==> src/nrcc_pkg.sv <==
package nrcc_pkg;
   // Register indices on the plain port (chosen map)
   localparam logic [3:0] ADDR_OP_CTRL    = 4'h0;
   localparam logic [3:0] ADDR_IO_CFG2    = 4'h1;
   localparam logic [3:0] ADDR_RECEIVER_FILTER_CONFIG       = 4'h2;
   localparam logic [3:0] ADDR_REC2       = 4'h3;
   localparam logic [3:0] ADDR_REC3       = 4'h4;
   localparam logic [3:0] ADDR_REC4       = 4'h5;
   localparam logic [3:0] ADDR_MODE       = 4'h6;
   localparam logic [3:0] ADDR_COMMAND    = 4'h7;
   localparam logic [3:0] ADDR_GAIN_STATE = 4'h8;
   localparam logic [3:0] ADDR_STATUS     = 4'h9;
   localparam logic [3:0] ADDR_MASK_TIMER = 4'ha;

   // Operation control fields
   localparam int OP_RX_EN  = 6;
   localparam int OP_RX_CHN = 5;
   localparam int OP_RX_MAN = 4;
   localparam int OP_TX_EN  = 3;
   // IO config 2 fields
   localparam int IO2_SLOW_UP = 7;
   // Receiver config 1 fields
   localparam int RECEIVER_FILTER_CONFIG_AMD_SEL = 7;
   localparam int RECEIVER_FILTER_CONFIG_LP_LSB  = 3;
   localparam int RECEIVER_FILTER_CONFIG_Z_LSB   = 0;
   // Receiver config 2 fields
   localparam int REC2_LF_EN = 7;
   // Receiver config 3 fields
   localparam int REC3_BOOST = 0;
   localparam int REC3_G1_LSB = 5;

   // Reset values
   localparam logic [7:0] RST_OP_CTRL = 8'h00;
   localparam logic [7:0] RST_IO_CFG2 = 8'h00;
   localparam logic [7:0] RST_RECEIVER_FILTER_CONFIG    = 8'h00;
   localparam logic [7:0] RST_REC2    = 8'h00;
   localparam logic [7:0] RST_REC3    = 8'hc0;
   localparam logic [7:0] RST_REC4    = 8'h00;
   localparam logic [7:0] RST_MODE    = 8'h00;
   localparam logic [7:0] RST_TIMER   = 8'h10;

   // Direct command codes
   localparam logic [7:0] CMD_ANALOG_PRESET = 8'h01;
   localparam logic [7:0] CMD_MASK_RX       = 8'h02;
   localparam logic [7:0] CMD_UNMASK_RX     = 8'h03;
   localparam logic [7:0] CMD_RESET_RX_GAIN = 8'h04;
   localparam logic [7:0] CMD_START_MASK    = 8'h05;

   // Protocol modes for the preset
   localparam logic [2:0] MODE_NFCIP1   = 3'h0;
   localparam logic [2:0] MODE_A_128    = 3'h1;
   localparam logic [2:0] MODE_B_128    = 3'h2;
   localparam logic [2:0] MODE_FC8_FC4  = 3'h3;
   localparam logic [2:0] MODE_FC32_16  = 3'h4;
   localparam logic [2:0] MODE_STREAM   = 3'h5;
   localparam logic [2:0] MODE_TRANSP   = 3'h6;

   // Filter codes (low-pass, zero)
   localparam logic [2:0] LP_1200K = 3'b000;
   localparam logic [2:0] LP_2M    = 3'b100;
   localparam logic [2:0] LP_7M    = 3'b101;
   localparam logic [2:0] Z_60_400 = 3'b000;
   localparam logic [2:0] Z_60_200 = 3'b100;
   localparam logic [2:0] Z_40_80  = 3'b010;
   localparam logic [2:0] Z_12_200 = 3'b101;

   // Supply ramp timing
   localparam int CLK_MHZ       = 100;
   localparam int RAMP_TIME_NS  = 15000;
   localparam int RAMP_CYCLES   = RAMP_TIME_NS * CLK_MHZ / 1000;
   localparam int RAMP_STEPS    = 16;
   localparam int RAMP_STEP_CYC = RAMP_CYCLES / RAMP_STEPS;
   localparam int SLOW_MIN_US   = 2000;
   localparam int SLOW_MIN_CYC  = SLOW_MIN_US * CLK_MHZ;

   typedef enum logic [1:0] {
      NRCC_SUP_OFF  = 2'b00,
      NRCC_SUP_RAMP = 2'b01,
      NRCC_SUP_FULL = 2'b10
   } nrcc_sup_t;

   typedef struct packed {
      logic [7:0] addr_unused;
      logic [3:0] addr;
      logic [7:0] wdata;
      logic       wr;
      logic       rd;
   } nrcc_bus_t;

   typedef struct packed {
      logic       rx_power;
      logic       both_channels;
      logic       manual_channel;
      logic       mixer_select;
      logic       lf_bypass;
      logic [2:0] lowpass_code;
      logic [2:0] zero_code;
      logic [2:0] stage1_reduce;
      logic       stage1_boost;
      logic [2:0] stage23_reduce;
   } nrcc_analog_t;
endpackage

==> src/nrcc_ramp.sv <==
`timescale 1ns/1ns
`default_nettype none
// Stepped level generator for the driver supply
module nrcc_ramp #(
   parameter int STEP_CYC = 93,
   parameter int LEVEL_W  = 4
) (
   // Clock and reset
   input  wire logic               i_clk,
   input  wire logic               i_nrst,
   input  wire logic               i_ce,
   // Control
   input  wire logic               i_collapse,
   input  wire logic               i_slow,
   input  wire logic               i_tx_en,
   // Level
   output logic [LEVEL_W-1:0]      o_level
);
   import nrcc_pkg::*;

   typedef struct packed {
      logic [LEVEL_W-1:0] level;
      logic [15:0]        cnt;
   } nrcc_ramp_st_t;

   localparam logic [LEVEL_W-1:0] FULL = '1;
   localparam logic [15:0] STEP_END = 16'(STEP_CYC - 1);

   nrcc_ramp_st_t st_reg;
   nrcc_ramp_st_t st_next;

   // Collapse when idle in slow mode, climb one step per interval
   always_comb begin
      st_next = st_reg;
      if (!i_tx_en && i_collapse) begin
         st_next.level = '0;
         st_next.cnt   = '0;
      end else if (!i_slow || !i_tx_en) begin
         st_next.level = FULL;
         st_next.cnt   = '0;
      end else if (st_reg.level != FULL) begin
         if (st_reg.cnt == STEP_END) begin
            st_next.cnt   = '0;
            st_next.level = st_reg.level + 1'b1;
         end else begin
            st_next.cnt = st_reg.cnt + 16'h0001;
         end
      end
   end

   always_ff @(posedge i_clk or negedge i_nrst) begin
      if (!i_nrst) begin
         st_reg <= '{level: '1, cnt: 16'h0000};
      end else if (i_ce) begin
         st_reg <= st_next;
      end
   end

   assign o_level = st_reg.level;
endmodule
`default_nettype wire

==> src/nrcc_top.sv <==
// Local design decisions: the address-and-strobe port and the register offsets.
`timescale 1ns/1ns
`default_nettype none
module nrcc_top #(
   parameter int TIMER_W = 8
) (
   // Clock, reset, enable
   input  wire logic                 i_clk,
   input  wire logic                 i_nrst,
   input  wire logic                 i_ce,
   // Register port
   input  wire logic [3:0]           i_addr,
   input  wire logic [7:0]           i_wdata,
   input  wire logic                 i_wr,
   input  wire logic                 i_rd,
   output logic [7:0]                o_rdata,
   // Events from the rest of the device
   input  wire logic                 i_tx_end,
   input  wire logic [2:0]           i_loop_reduce,
   input  wire logic                 i_loop_valid,
   input  wire logic                 i_squelch_step,
   // Analog control
   output nrcc_pkg::nrcc_analog_t    o_analog,
   output logic                      o_rx_window,
   output logic                      o_rssi_run,
   output logic                      o_agc_run,
   output logic                      o_framing_run,
   output logic [3:0]                o_rf_supply_level,
   output logic [2:0]                o_agc_shadow,
   output logic [2:0]                o_squelch_setting
);
   import nrcc_pkg::*;

   ////////////////////////////////////////////////////////////////////////
   // State
   typedef struct packed {
      logic [7:0]         op_ctrl;
      logic [7:0]         io_cfg2;
      logic [7:0]         receiver_filter_config;
      logic [7:0]         rec2;
      logic [7:0]         rec3;
      logic [7:0]         rec4;
      logic [7:0]         mode;
      logic [TIMER_W-1:0] timer_load;
      logic [TIMER_W-1:0] timer;
      logic               timer_run;
      logic               rx_on;
      logic [2:0]         shadow;
      logic [2:0]         squelch;
      logic [2:0]         gain_now;
      logic [7:0]         gain_state;
      logic [7:0]         rdata;
      nrcc_analog_t       analog;
      logic               rssi_run;
      logic               agc_run;
      logic               framing_run;
      logic [3:0]         supply;
   } nrcc_st_t;

   nrcc_st_t   st_reg;
   nrcc_st_t   st_next;
   logic [3:0] ramp_level;
   logic [2:0] sum_red;

   localparam logic [2:0] GAIN_MAX_RED = 3'h6;

   ////////////////////////////////////////////////////////////////////////
   // Driver supply ramp; host owns the 2 ms discharge hold
   nrcc_ramp #(
      .STEP_CYC (RAMP_STEP_CYC),
      .LEVEL_W  (4)
   ) u_ramp (
      .i_clk      (i_clk),
      .i_nrst     (i_nrst),
      .i_ce       (i_ce),
      .i_collapse (st_reg.io_cfg2[IO2_SLOW_UP]),
      .i_slow     (st_reg.io_cfg2[IO2_SLOW_UP]),
      .i_tx_en    (st_reg.op_ctrl[OP_TX_EN]),
      .o_level    (ramp_level)
   );

   // Saturating squelch plus shadow, capped at six steps
   always_comb begin
      if ({1'b0, st_reg.shadow} + {1'b0, st_reg.squelch} > {1'b0, GAIN_MAX_RED}) begin
         sum_red = GAIN_MAX_RED;
      end else begin
         sum_red = 3'(st_reg.shadow + st_reg.squelch);
      end
   end

   ////////////////////////////////////////////////////////////////////////
   // Next state
   always_comb begin
      st_next = st_reg;
      st_next.rdata = 8'h00;
      // Register writes and direct commands
      if (i_wr) begin
         if (i_addr == ADDR_OP_CTRL) begin
            st_next.op_ctrl = i_wdata;
         end else if (i_addr == ADDR_IO_CFG2) begin
            st_next.io_cfg2 = i_wdata;
         end else if (i_addr == ADDR_RECEIVER_FILTER_CONFIG) begin
            st_next.receiver_filter_config = i_wdata;
         end else if (i_addr == ADDR_REC2) begin
            st_next.rec2 = i_wdata;
         end else if (i_addr == ADDR_REC3) begin
            st_next.rec3 = i_wdata;
         end else if (i_addr == ADDR_REC4) begin
            st_next.rec4 = i_wdata;
         end else if (i_addr == ADDR_MODE) begin
            st_next.mode = i_wdata;
         end else if (i_addr == ADDR_MASK_TIMER) begin
            st_next.timer_load = i_wdata[TIMER_W-1:0];
         end else if (i_addr == ADDR_COMMAND) begin
            if (i_wdata == CMD_MASK_RX) begin
               st_next.rx_on     = 1'b0;
               st_next.timer_run = 1'b0;
            end else if (i_wdata == CMD_UNMASK_RX) begin
               st_next.rx_on     = 1'b1;
               st_next.timer_run = 1'b0;
            end else if (i_wdata == CMD_START_MASK) begin
               st_next.timer     = st_reg.timer_load;
               st_next.timer_run = 1'b1;
               st_next.rx_on     = 1'b0;
            end else if (i_wdata == CMD_RESET_RX_GAIN) begin
               st_next.squelch = 3'h0;
               st_next.shadow  = st_reg.rec4[2:0];
            end else if (i_wdata == CMD_ANALOG_PRESET) begin
               // Stream and transparent keep host filter settings
               case (st_reg.mode[2:0])
                  MODE_NFCIP1: begin
                     st_next.receiver_filter_config[5:0]          = {LP_1200K, Z_12_200};
                     st_next.receiver_filter_config[RECEIVER_FILTER_CONFIG_AMD_SEL] = 1'b0;
                  end
                  MODE_A_128: begin
                     st_next.receiver_filter_config[5:0]          = {LP_1200K, Z_60_400};
                     st_next.receiver_filter_config[RECEIVER_FILTER_CONFIG_AMD_SEL] = 1'b0;
                  end
                  MODE_B_128: begin
                     st_next.receiver_filter_config[5:0]          = {LP_1200K, Z_60_200};
                     st_next.receiver_filter_config[RECEIVER_FILTER_CONFIG_AMD_SEL] = 1'b0;
                  end
                  MODE_FC32_16: begin
                     st_next.receiver_filter_config[5:0]          = {LP_2M, Z_40_80};
                     st_next.receiver_filter_config[RECEIVER_FILTER_CONFIG_AMD_SEL] = 1'b0;
                  end
                  MODE_FC8_FC4: begin
                     st_next.receiver_filter_config[5:0]          = {LP_7M, Z_60_200};
                     st_next.receiver_filter_config[RECEIVER_FILTER_CONFIG_AMD_SEL] = 1'b1;
                  end
                  default: begin
                     st_next.receiver_filter_config = st_reg.receiver_filter_config;
                  end
               endcase
            end
         end
      end
      // Mask timer; expiry raises the window
      if (st_reg.timer_run && !(i_wr && i_addr == ADDR_COMMAND)) begin
         if (st_reg.timer == '0) begin
            st_next.timer_run = 1'b0;
            st_next.rx_on     = 1'b1;
         end else begin
            st_next.timer = st_reg.timer - 1'b1;
         end
      end
      if (i_tx_end && !st_reg.timer_run) begin
         st_next.timer     = st_reg.timer_load;
         st_next.timer_run = 1'b1;
      end
      // Loops step gain only inside a window
      if (st_reg.rx_on && i_squelch_step && st_reg.squelch != GAIN_MAX_RED
          && !(i_wr && i_addr == ADDR_COMMAND && i_wdata == CMD_RESET_RX_GAIN)) begin
         st_next.squelch = st_reg.squelch + 3'h1;
      end
      if (st_reg.rx_on && i_loop_valid) begin
         st_next.gain_now = (i_loop_reduce > GAIN_MAX_RED) ? GAIN_MAX_RED : i_loop_reduce;
      end else if (!st_reg.rx_on) begin
         st_next.gain_now = sum_red;
      end
      // Window falling edge captures gain
      if (st_reg.rx_on && !st_next.rx_on) begin
         st_next.gain_state = {5'h00, st_reg.gain_now};
      end
      // Decoded analog controls
      st_next.analog.rx_power       = st_next.op_ctrl[OP_RX_EN];
      st_next.analog.both_channels  = st_next.op_ctrl[OP_RX_CHN];
      st_next.analog.manual_channel = st_next.op_ctrl[OP_RX_MAN];
      st_next.analog.mixer_select   = st_next.receiver_filter_config[RECEIVER_FILTER_CONFIG_AMD_SEL];
      st_next.analog.lf_bypass      = st_next.rec2[REC2_LF_EN];
      st_next.analog.lowpass_code   = st_next.receiver_filter_config[RECEIVER_FILTER_CONFIG_LP_LSB+:3];
      st_next.analog.zero_code      = st_next.receiver_filter_config[RECEIVER_FILTER_CONFIG_Z_LSB+:3];
      st_next.analog.stage1_reduce  = (st_next.rec3[REC3_G1_LSB+:3] > GAIN_MAX_RED) ?
                                      GAIN_MAX_RED : st_next.rec3[REC3_G1_LSB+:3];
      st_next.analog.stage1_boost   = st_next.rec3[REC3_BOOST];
      st_next.analog.stage23_reduce = st_next.rx_on ? st_next.gain_now : sum_red;
      // Processing gated by window and receiver power
      st_next.rssi_run    = st_next.rx_on && st_next.op_ctrl[OP_RX_EN];
      st_next.agc_run     = st_next.rx_on && st_next.op_ctrl[OP_RX_EN];
      st_next.framing_run = st_next.rx_on && st_next.op_ctrl[OP_RX_EN];
      st_next.supply      = ramp_level;
      // Register reads, data valid in the next cycle
      if (i_rd) begin
         if (i_addr == ADDR_OP_CTRL) begin
            st_next.rdata = st_reg.op_ctrl;
         end else if (i_addr == ADDR_IO_CFG2) begin
            st_next.rdata = st_reg.io_cfg2;
         end else if (i_addr == ADDR_RECEIVER_FILTER_CONFIG) begin
            st_next.rdata = st_reg.receiver_filter_config;
         end else if (i_addr == ADDR_REC2) begin
            st_next.rdata = st_reg.rec2;
         end else if (i_addr == ADDR_REC3) begin
            st_next.rdata = st_reg.rec3;
         end else if (i_addr == ADDR_REC4) begin
            st_next.rdata = st_reg.rec4;
         end else if (i_addr == ADDR_MODE) begin
            st_next.rdata = st_reg.mode;
         end else if (i_addr == ADDR_GAIN_STATE) begin
            st_next.rdata = st_reg.gain_state;
         end else if (i_addr == ADDR_STATUS) begin
            st_next.rdata = {st_reg.rx_on, st_reg.timer_run, 2'b00, st_reg.supply};
         end else if (i_addr == ADDR_MASK_TIMER) begin
            st_next.rdata = 8'(st_reg.timer_load);
         end else begin
            st_next.rdata = 8'h00;
         end
      end
   end

   ////////////////////////////////////////////////////////////////////////
   // Registers
   always_ff @(posedge i_clk or negedge i_nrst) begin
      if (!i_nrst) begin
         st_reg            <= '0;
         st_reg.rec3       <= RST_REC3;
         st_reg.timer_load <= TIMER_W'(RST_TIMER);
         st_reg.supply     <= 4'hf;
         st_reg.analog.stage1_reduce <= GAIN_MAX_RED;
      end else if (i_ce) begin
         st_reg <= st_next;
      end
   end

   assign o_rdata           = st_reg.rdata;
   assign o_analog          = st_reg.analog;
   assign o_rx_window       = st_reg.rx_on;
   assign o_rssi_run        = st_reg.rssi_run;
   assign o_agc_run         = st_reg.agc_run;
   assign o_framing_run     = st_reg.framing_run;
   assign o_rf_supply_level = st_reg.supply;
   assign o_agc_shadow      = st_reg.shadow;
   assign o_squelch_setting = st_reg.squelch;
endmodule
`default_nettype wire

==> config.mk <==
export PLATFORM = sky130hd
export DESIGN_NAME = nrcc_top
export DESIGN_NICKNAME = d
export VERILOG_FILES = /design/src/nrcc_pkg.sv /design/src/nrcc_ramp.sv /design/src/nrcc_top.sv
export SDC_FILE = /design/constraint.sdc
export NUM_CORES = 1
export LEC_CHECK = 0
export BUFFER_PORTS_ARGS = -buffer_cell sky130_fd_sc_hd__buf_2
export CAP_MARGIN = 10
export CORE_MARGIN = 2
export CORE_UTILIZATION = 45
export CTS_BUF_LIST = sky130_fd_sc_hd__clkbuf_8
export CTS_CLUSTER_DIAMETER = 200
export DETAILED_ROUTE_END_ITERATION = 7
export MAX_ROUTING_LAYER = met4
export PLACE_DENSITY = 0.77
export SYNTH_ARGS = -nofsm -noshare
export SYNTH_HDL_FRONTEND = slang
export SYNTH_HIERARCHICAL = 1
export SYNTH_SLANG_ARGS = --single-unit
==> constraint.sdc <==
create_clock -name i_clk -period 1.8 [get_ports i_clk]
set_input_delay 0.18 -clock i_clk [delete_from_list [all_inputs] [get_ports i_clk]]
set_output_delay 0.18 -clock i_clk [all_outputs]
set_load 0.02 [all_outputs]
=== Word-level counts from Yosys, hierarchy flattened ===
Index checks and enable logic that the tools add are counted.

* $add $sub $neg: 6
* Order comparisons: 3
* Eq/ne operators: 33
* Mux-type cells: 67
* Bitwise operators: 11
* Reduce and logical (&&, ||, !) cells: 40

{| class="wikitable"
|+ Operators by type and width
! kind !! count
|-
| 8-bit two-way mux || 32
|-
| 79-bit two-way mux || 1
|-
| 72-bit two-way mux || 1
|-
| 64-bit two-way mux || 1
|-
| 20-bit two-way mux || 3
|-
| 56-bit two-way mux || 1
|-
| 16-bit two-way mux || 3
|-
| 48-bit two-way mux || 1
|-
| 40-bit two-way mux || 1
|-
| 32-bit two-way mux || 1
|-
| 6-bit case mux with 5 select lines || 1
|-
| 15-bit AND reduction || 2
|-
| 24-bit two-way mux || 1
|-
| 6-bit two-way mux || 4
|-
| 3-bit two-way mux || 7
|-
| 10-bit two-way mux || 2
|-
| 2-bit by 1-bit inequality test with 1-bit output (second input constant) || 9
|-
| 16-bit by 1-bit adder with 16-bit output (second input constant) || 1
|-
| 16-bit by 7-bit equality test with 1-bit output (second input constant) || 1
|-
| 4-bit by 3-bit equality test with 1-bit output (second input constant) || 4
|-
| 8-bit by 2-bit equality test with 1-bit output (second input constant) || 2
|-
| 8-bit by 3-bit equality test with 1-bit output (second input constant) || 2
|-
| 4-bit equality test (second input constant) || 3
|-
| 1-bit logical AND || 11
|-
| 39 further kinds || 65
|}

* Flip-flop bits (word level): 136
* Input bits: 23
* Logic and storage cells: 193

=== Logic depth before layout (Yosys ltp) ===
* Depth after elaboration: 23
* Gate-level depth with buffers: 8
* Gate-level depth less buffers: 7

=== Cells and area by module ===
Netlist, hierarchy kept.

{| class="wikitable"
|+ Modules (own cells, without submodules)
! module !! times used !! cells an instance !! area each (um^2) !! sequential area each (um^2)
|-
| nrcc_top || 1 || 614 || 6083.3 || 2638.8
|-
| nrcc_ramp || 1 || 147 || 1382.6 || 505.5
|}

=== Worst setup path before layout ===
No wires, ideal clock.

* Kind: register to register
* From: reg st_reg[52] in the netlist's numbering
* To: reg st_reg[57] in the netlist's numbering
* Setup time: 0.121 ns
* Arrival: 1.830 ns
* Required time: 1.679 ns
* Slack: -0.151 ns
* Cell stages (with the launch flop): 8
* Clock period less this slack: 1.951 ns
* Cell sequence: dfrtp_1 inv_1 ha_1 or4b_4 nor4_4 nor4_1 a22o_1 a22o_1

* Cells in the longest elaborated chain, start to end: 4
* Elaborated cells between the ends (all ways): 5
* Classes of those cells: add/sub: 1; mux: 3; reduce/logical: 1

{| class="wikitable"
|+ RTL lines
! what !! RTL line !! text
|-
| start: declaration || nrcc_top.sv:60 || <nowiki>nrcc_st_t st_reg;</nowiki>
|-
| start signal: assignment || nrcc_top.sv:240 || <nowiki>st_reg <= st_next;</nowiki>
|-
| 8-bit by 1-bit subtractor with 8-bit output / 8-bit zero test (equally long branches) || nrcc_top.sv:164, nrcc_top.sv:160 ||
|-
| 8-bit two-way mux * || nrcc_top.sv:160 || <nowiki>if (st_reg.timer == '0) begin</nowiki>
|-
| 10-bit two-way mux * || nrcc_top.sv:159 || <nowiki>if (st_reg.timer_run && !(i_wr && i_addr == ADDR_COMMAND)) begin</nowiki>
|-
| 9-bit two-way mux * || nrcc_top.sv:167 || <nowiki>if (i_tx_end && !st_reg.timer_run) begin</nowiki>
|}

Every way passes the cells marked *; elsewhere a longest branch is shown, timed or not.
A chain may end at the register's enable or synchronous reset.

=== Final worst setup path ===
* From: reg st_reg[53] in the netlist's numbering
* To: reg st_reg[57] in the netlist's numbering

The elaborated chain is that of the path after synthesis.

==> impl_results.md <==
- Failing checks: setup timing
- Period minus WS final: approximately 2000 ps
- Die Y: roughly 130 um
- Fill count: roughly 1.4k
- Worst R2R Setup Slack: -190 ps
- Layout cells sized above 1: ~40%
- Type of origin of the critical path: flip-flop
- R2r startpoint: st_reg[53]
- Mapped Cells: 761
- Final Skew: approximately 10 ps
- Post-DP HPWL: ~15000 um
- Mapped Area: 7470 um^2
- Area share of fa/ha/maj cells after synthesis: under 10%
- Crit-path slowest cell: or4b_4
- CTS Buffer Depth: 2
- Commonest register cell after synthesis: dfrtp_1
- Total number of vias: just under 7k
- DRT Wirelength: 21800 um
- Design area: 9270 um^2
- Largest register FFs: 79
- Clk slew on worst S/H paths: about 80 ps
- CP peak stage delay: between 400 and 500 ps
- Final setup fails: 14
- Data arrival, critical path: between 2000 and 2500 ps
- Final WS setup: -188 ps
- Cell chain of the critical path: inv_2 > ha_2 > or4b_4 > nor4_4 > nor4_1 > a22o_1 > a22o_1
- Fmax: 0.503 GHz
- Overflow after GRT: 0
- GP Congestion: 0.940
- Yosys reg bits: about 130
- Status: finished with violations
- Finished Core Util: a little under three fifths
- CTS tree: built
- DRC: 0
- Area leader, netlist: dfrtp_1
- # clock sinks: 125
- Clk_lat worst skew: roughly 470 ps
- Most frequent cells in the layout: buf_4, dfrtp_1, mux2_2
- RSZ-0062 raised after global routing: true
- Layout Cells excl Fill: between 1k and 1.5k
- Top cell by count, worst path: a22o_1
- Commonest non-fill, non-tap cell in the layout: buf_4
- Port bufs: just over 60
- P&R area growth vs syn: 24.1%
- Fraction of synthesis flops using an asynchronous set or reset pin: 100%
- First-pass GRT wire length: roughly 34000 um
- Crit Path Max Fanout: 4
- Largest family of logic cells by synthesized area: compound AO/OA/AOI/OAI gates
- Inserted Diodes: 0
- Initial antenna violation count: 0
- Dpl cells: ~1.1k
- Per-cell routed wire length: 19.5 um
- Cts bufs inserted: 17
- Hold Path Sink: st_reg[60]
- Hold path depth: 2
- Simple-gate area share of the yosys netlist: 17.5%
- H-tree level count: 4
- Die Span X: approximately 130 um
- Worst reg2reg path depth: 7
- Top cell type's share of synthesized area: ~38%
- Xor/xnor share of the synthesized area: less than 1%
- ANT nets after route: 0
- Total Nets Final: between 900 and 1k
- Sequential element share of the synthesized area: a little over two fifths
- Yosys warns: 6
- Core Area: between 15000 and 20000 um^2
- EDFF count, synth: 0
- Initial Util: a little under half
- Mean Syn Cell Area: 9.81 um^2
- Final-report max-slew violation count: 0
- VDD IR-drop max: around 0.53 mV
- Post-synthesis mux area share: around 12%
- CTS root buf: clkbuf_8
- Compound-Gate Fraction of Synth Area: between 10% and 20%
- Avg Vias per Cell: around 6.0
- Leak: ~4.1 nW
- Drt pass-1 iters: 6
- Critical Path End Type: flip-flop
- Period utilization: 110%
- Top Family by Delay on Critical Path: simple AND/OR/NAND/NOR gates
- I/O pin total: 63
- Req. time, crit path: approximately 2200 ps
- Ranking of synthesized cells by area: dfrtp_1, mux2_2, dfstp_2
- Total GRT Usage: between 20% and 30%
- Worst Setup SP: st_reg[53]
- Max Cap Viol: 0
- DR iter-0 viols: 717
- Number of global-route vias before repair: approximately 6.5k
- HP Start: i_wdata[0]
- WP depth: 7
- Worst slack, placed: -194 ps
- Hold Path Class: input pin to flip-flop
- Kind of critical path: flip-flop to flip-flop
- Reg-to-reg endpoint: st_reg[57]
- Rows: 47
- Largest net degree at the start of global routing: 77
- Post-DP Area: around 8500 um^2
- Die ar.: 17600 um^2
- WP buf/inv: 1
- Relative slew slack: roughly 70%
- Worst slew pin tran: 446 ps
- Final hold vios: 0
- Count of different cell masters after synthesis: 81
- PwrDens: 944 nW/um^2
- Syn Nets: between 700 and 800
-- synthesized netlist by cell type, types with 6 or more instances --
cell	n
a31oi_1	15
nor2b_1	19
buf_2	14
mux2i_1	11
clkbuf_1	26
o22ai_1	11
nor3_1	10
dfrtp_1	112
o31ai_1	8
a22o_1	7
buf_4	45
a32oi_1	11
or3_1	13
ha_1	9
nand4_1	10
mux2_2	70
nor2_1	43
nand2b_1	11
inv_1	27
nand2_1	64
o21ai_0	43
dfstp_2	13
nand3_1	17
a2bb2oi_1	6
a21oi_1	36
-- what timing repair did --
| item | 4_1_cts | 5_1_grt |
|---|---|---|
| hold buffers | 1 | 0 |
| gates resized for setup | 18 | 31 |
| gates cloned | 0 | 1 |
| endpoints found under the hold margin | 112 | 0 |
| endpoints found under the setup margin | 14 | 32 |
| pin swaps | 12 | 12 |
| buffers inserted | 3 | 9 |
-- cell type report --
cell class | count | area [um^2] | area share (%)
Clock buffer | 18 | 248 | 2.67
Clock inverter | 14 | 169 | 1.82
Inverter | 27 | 101 | 1.09
Multi-Input combinational cell | 524 | 3960 | 42.8
Sequential cell | 125 | 3150 | 34.0
Tap cell | 220 | 275 | 2.97
Timing Repair Buffer | 190 | 1360 | 14.7
-- per-layer routing --
metal  vias to the layer above  track usage [%]  routed length, um
li1                       3030                -                  -
met1                      3291             33.0               8980
met2                       357             38.7              10300
met3                        72             5.67               1740
met4                         0             10.8                745
met5                         -                -                  0
-- through the flow --
stage	hold slack, ps	power, mW	setup TNS, ps
3_3_place_gp	28.8	5.89	-777
2_1_floorplan	-116	5.28	-503
6_report	54.5	8.75	-1320
5_1_grt	74.4	9.18	-2650
3_5_place_dp	28.8	5.98	-1570
4_1_cts	38.7	8.69	-1040
-- worst max path at each step --
stage,endpoint,slack (ps)
detailed placement,st_reg[53],-190
finish,st_reg[57],-190
CTS,st_reg[57],-180
global route,st_reg[57],-290
floorplan,st_reg[57],-150
global placement,st_reg[53],-150
-- kinds of logic after synthesis --
| kind of cell | count (synthesis) |
|---|---|
| AO/OA/AOI/OAI | 196 |
| XOR/XNOR | 2 |
| adder cells (fa/ha/maj) | 10 |
| buffers and inverters | 113 |
| flip-flops | 125 |
| multiplexers | 83 |
| AND/OR/NAND/NOR | 232 |
-- report_power, final --
group          internal (mW)  switching (mW)
registers               3.35           0.431
logic                   1.11            1.24
clock network           1.40            1.21
total                   5.87            2.88
(Power assumes the default switching activity.)
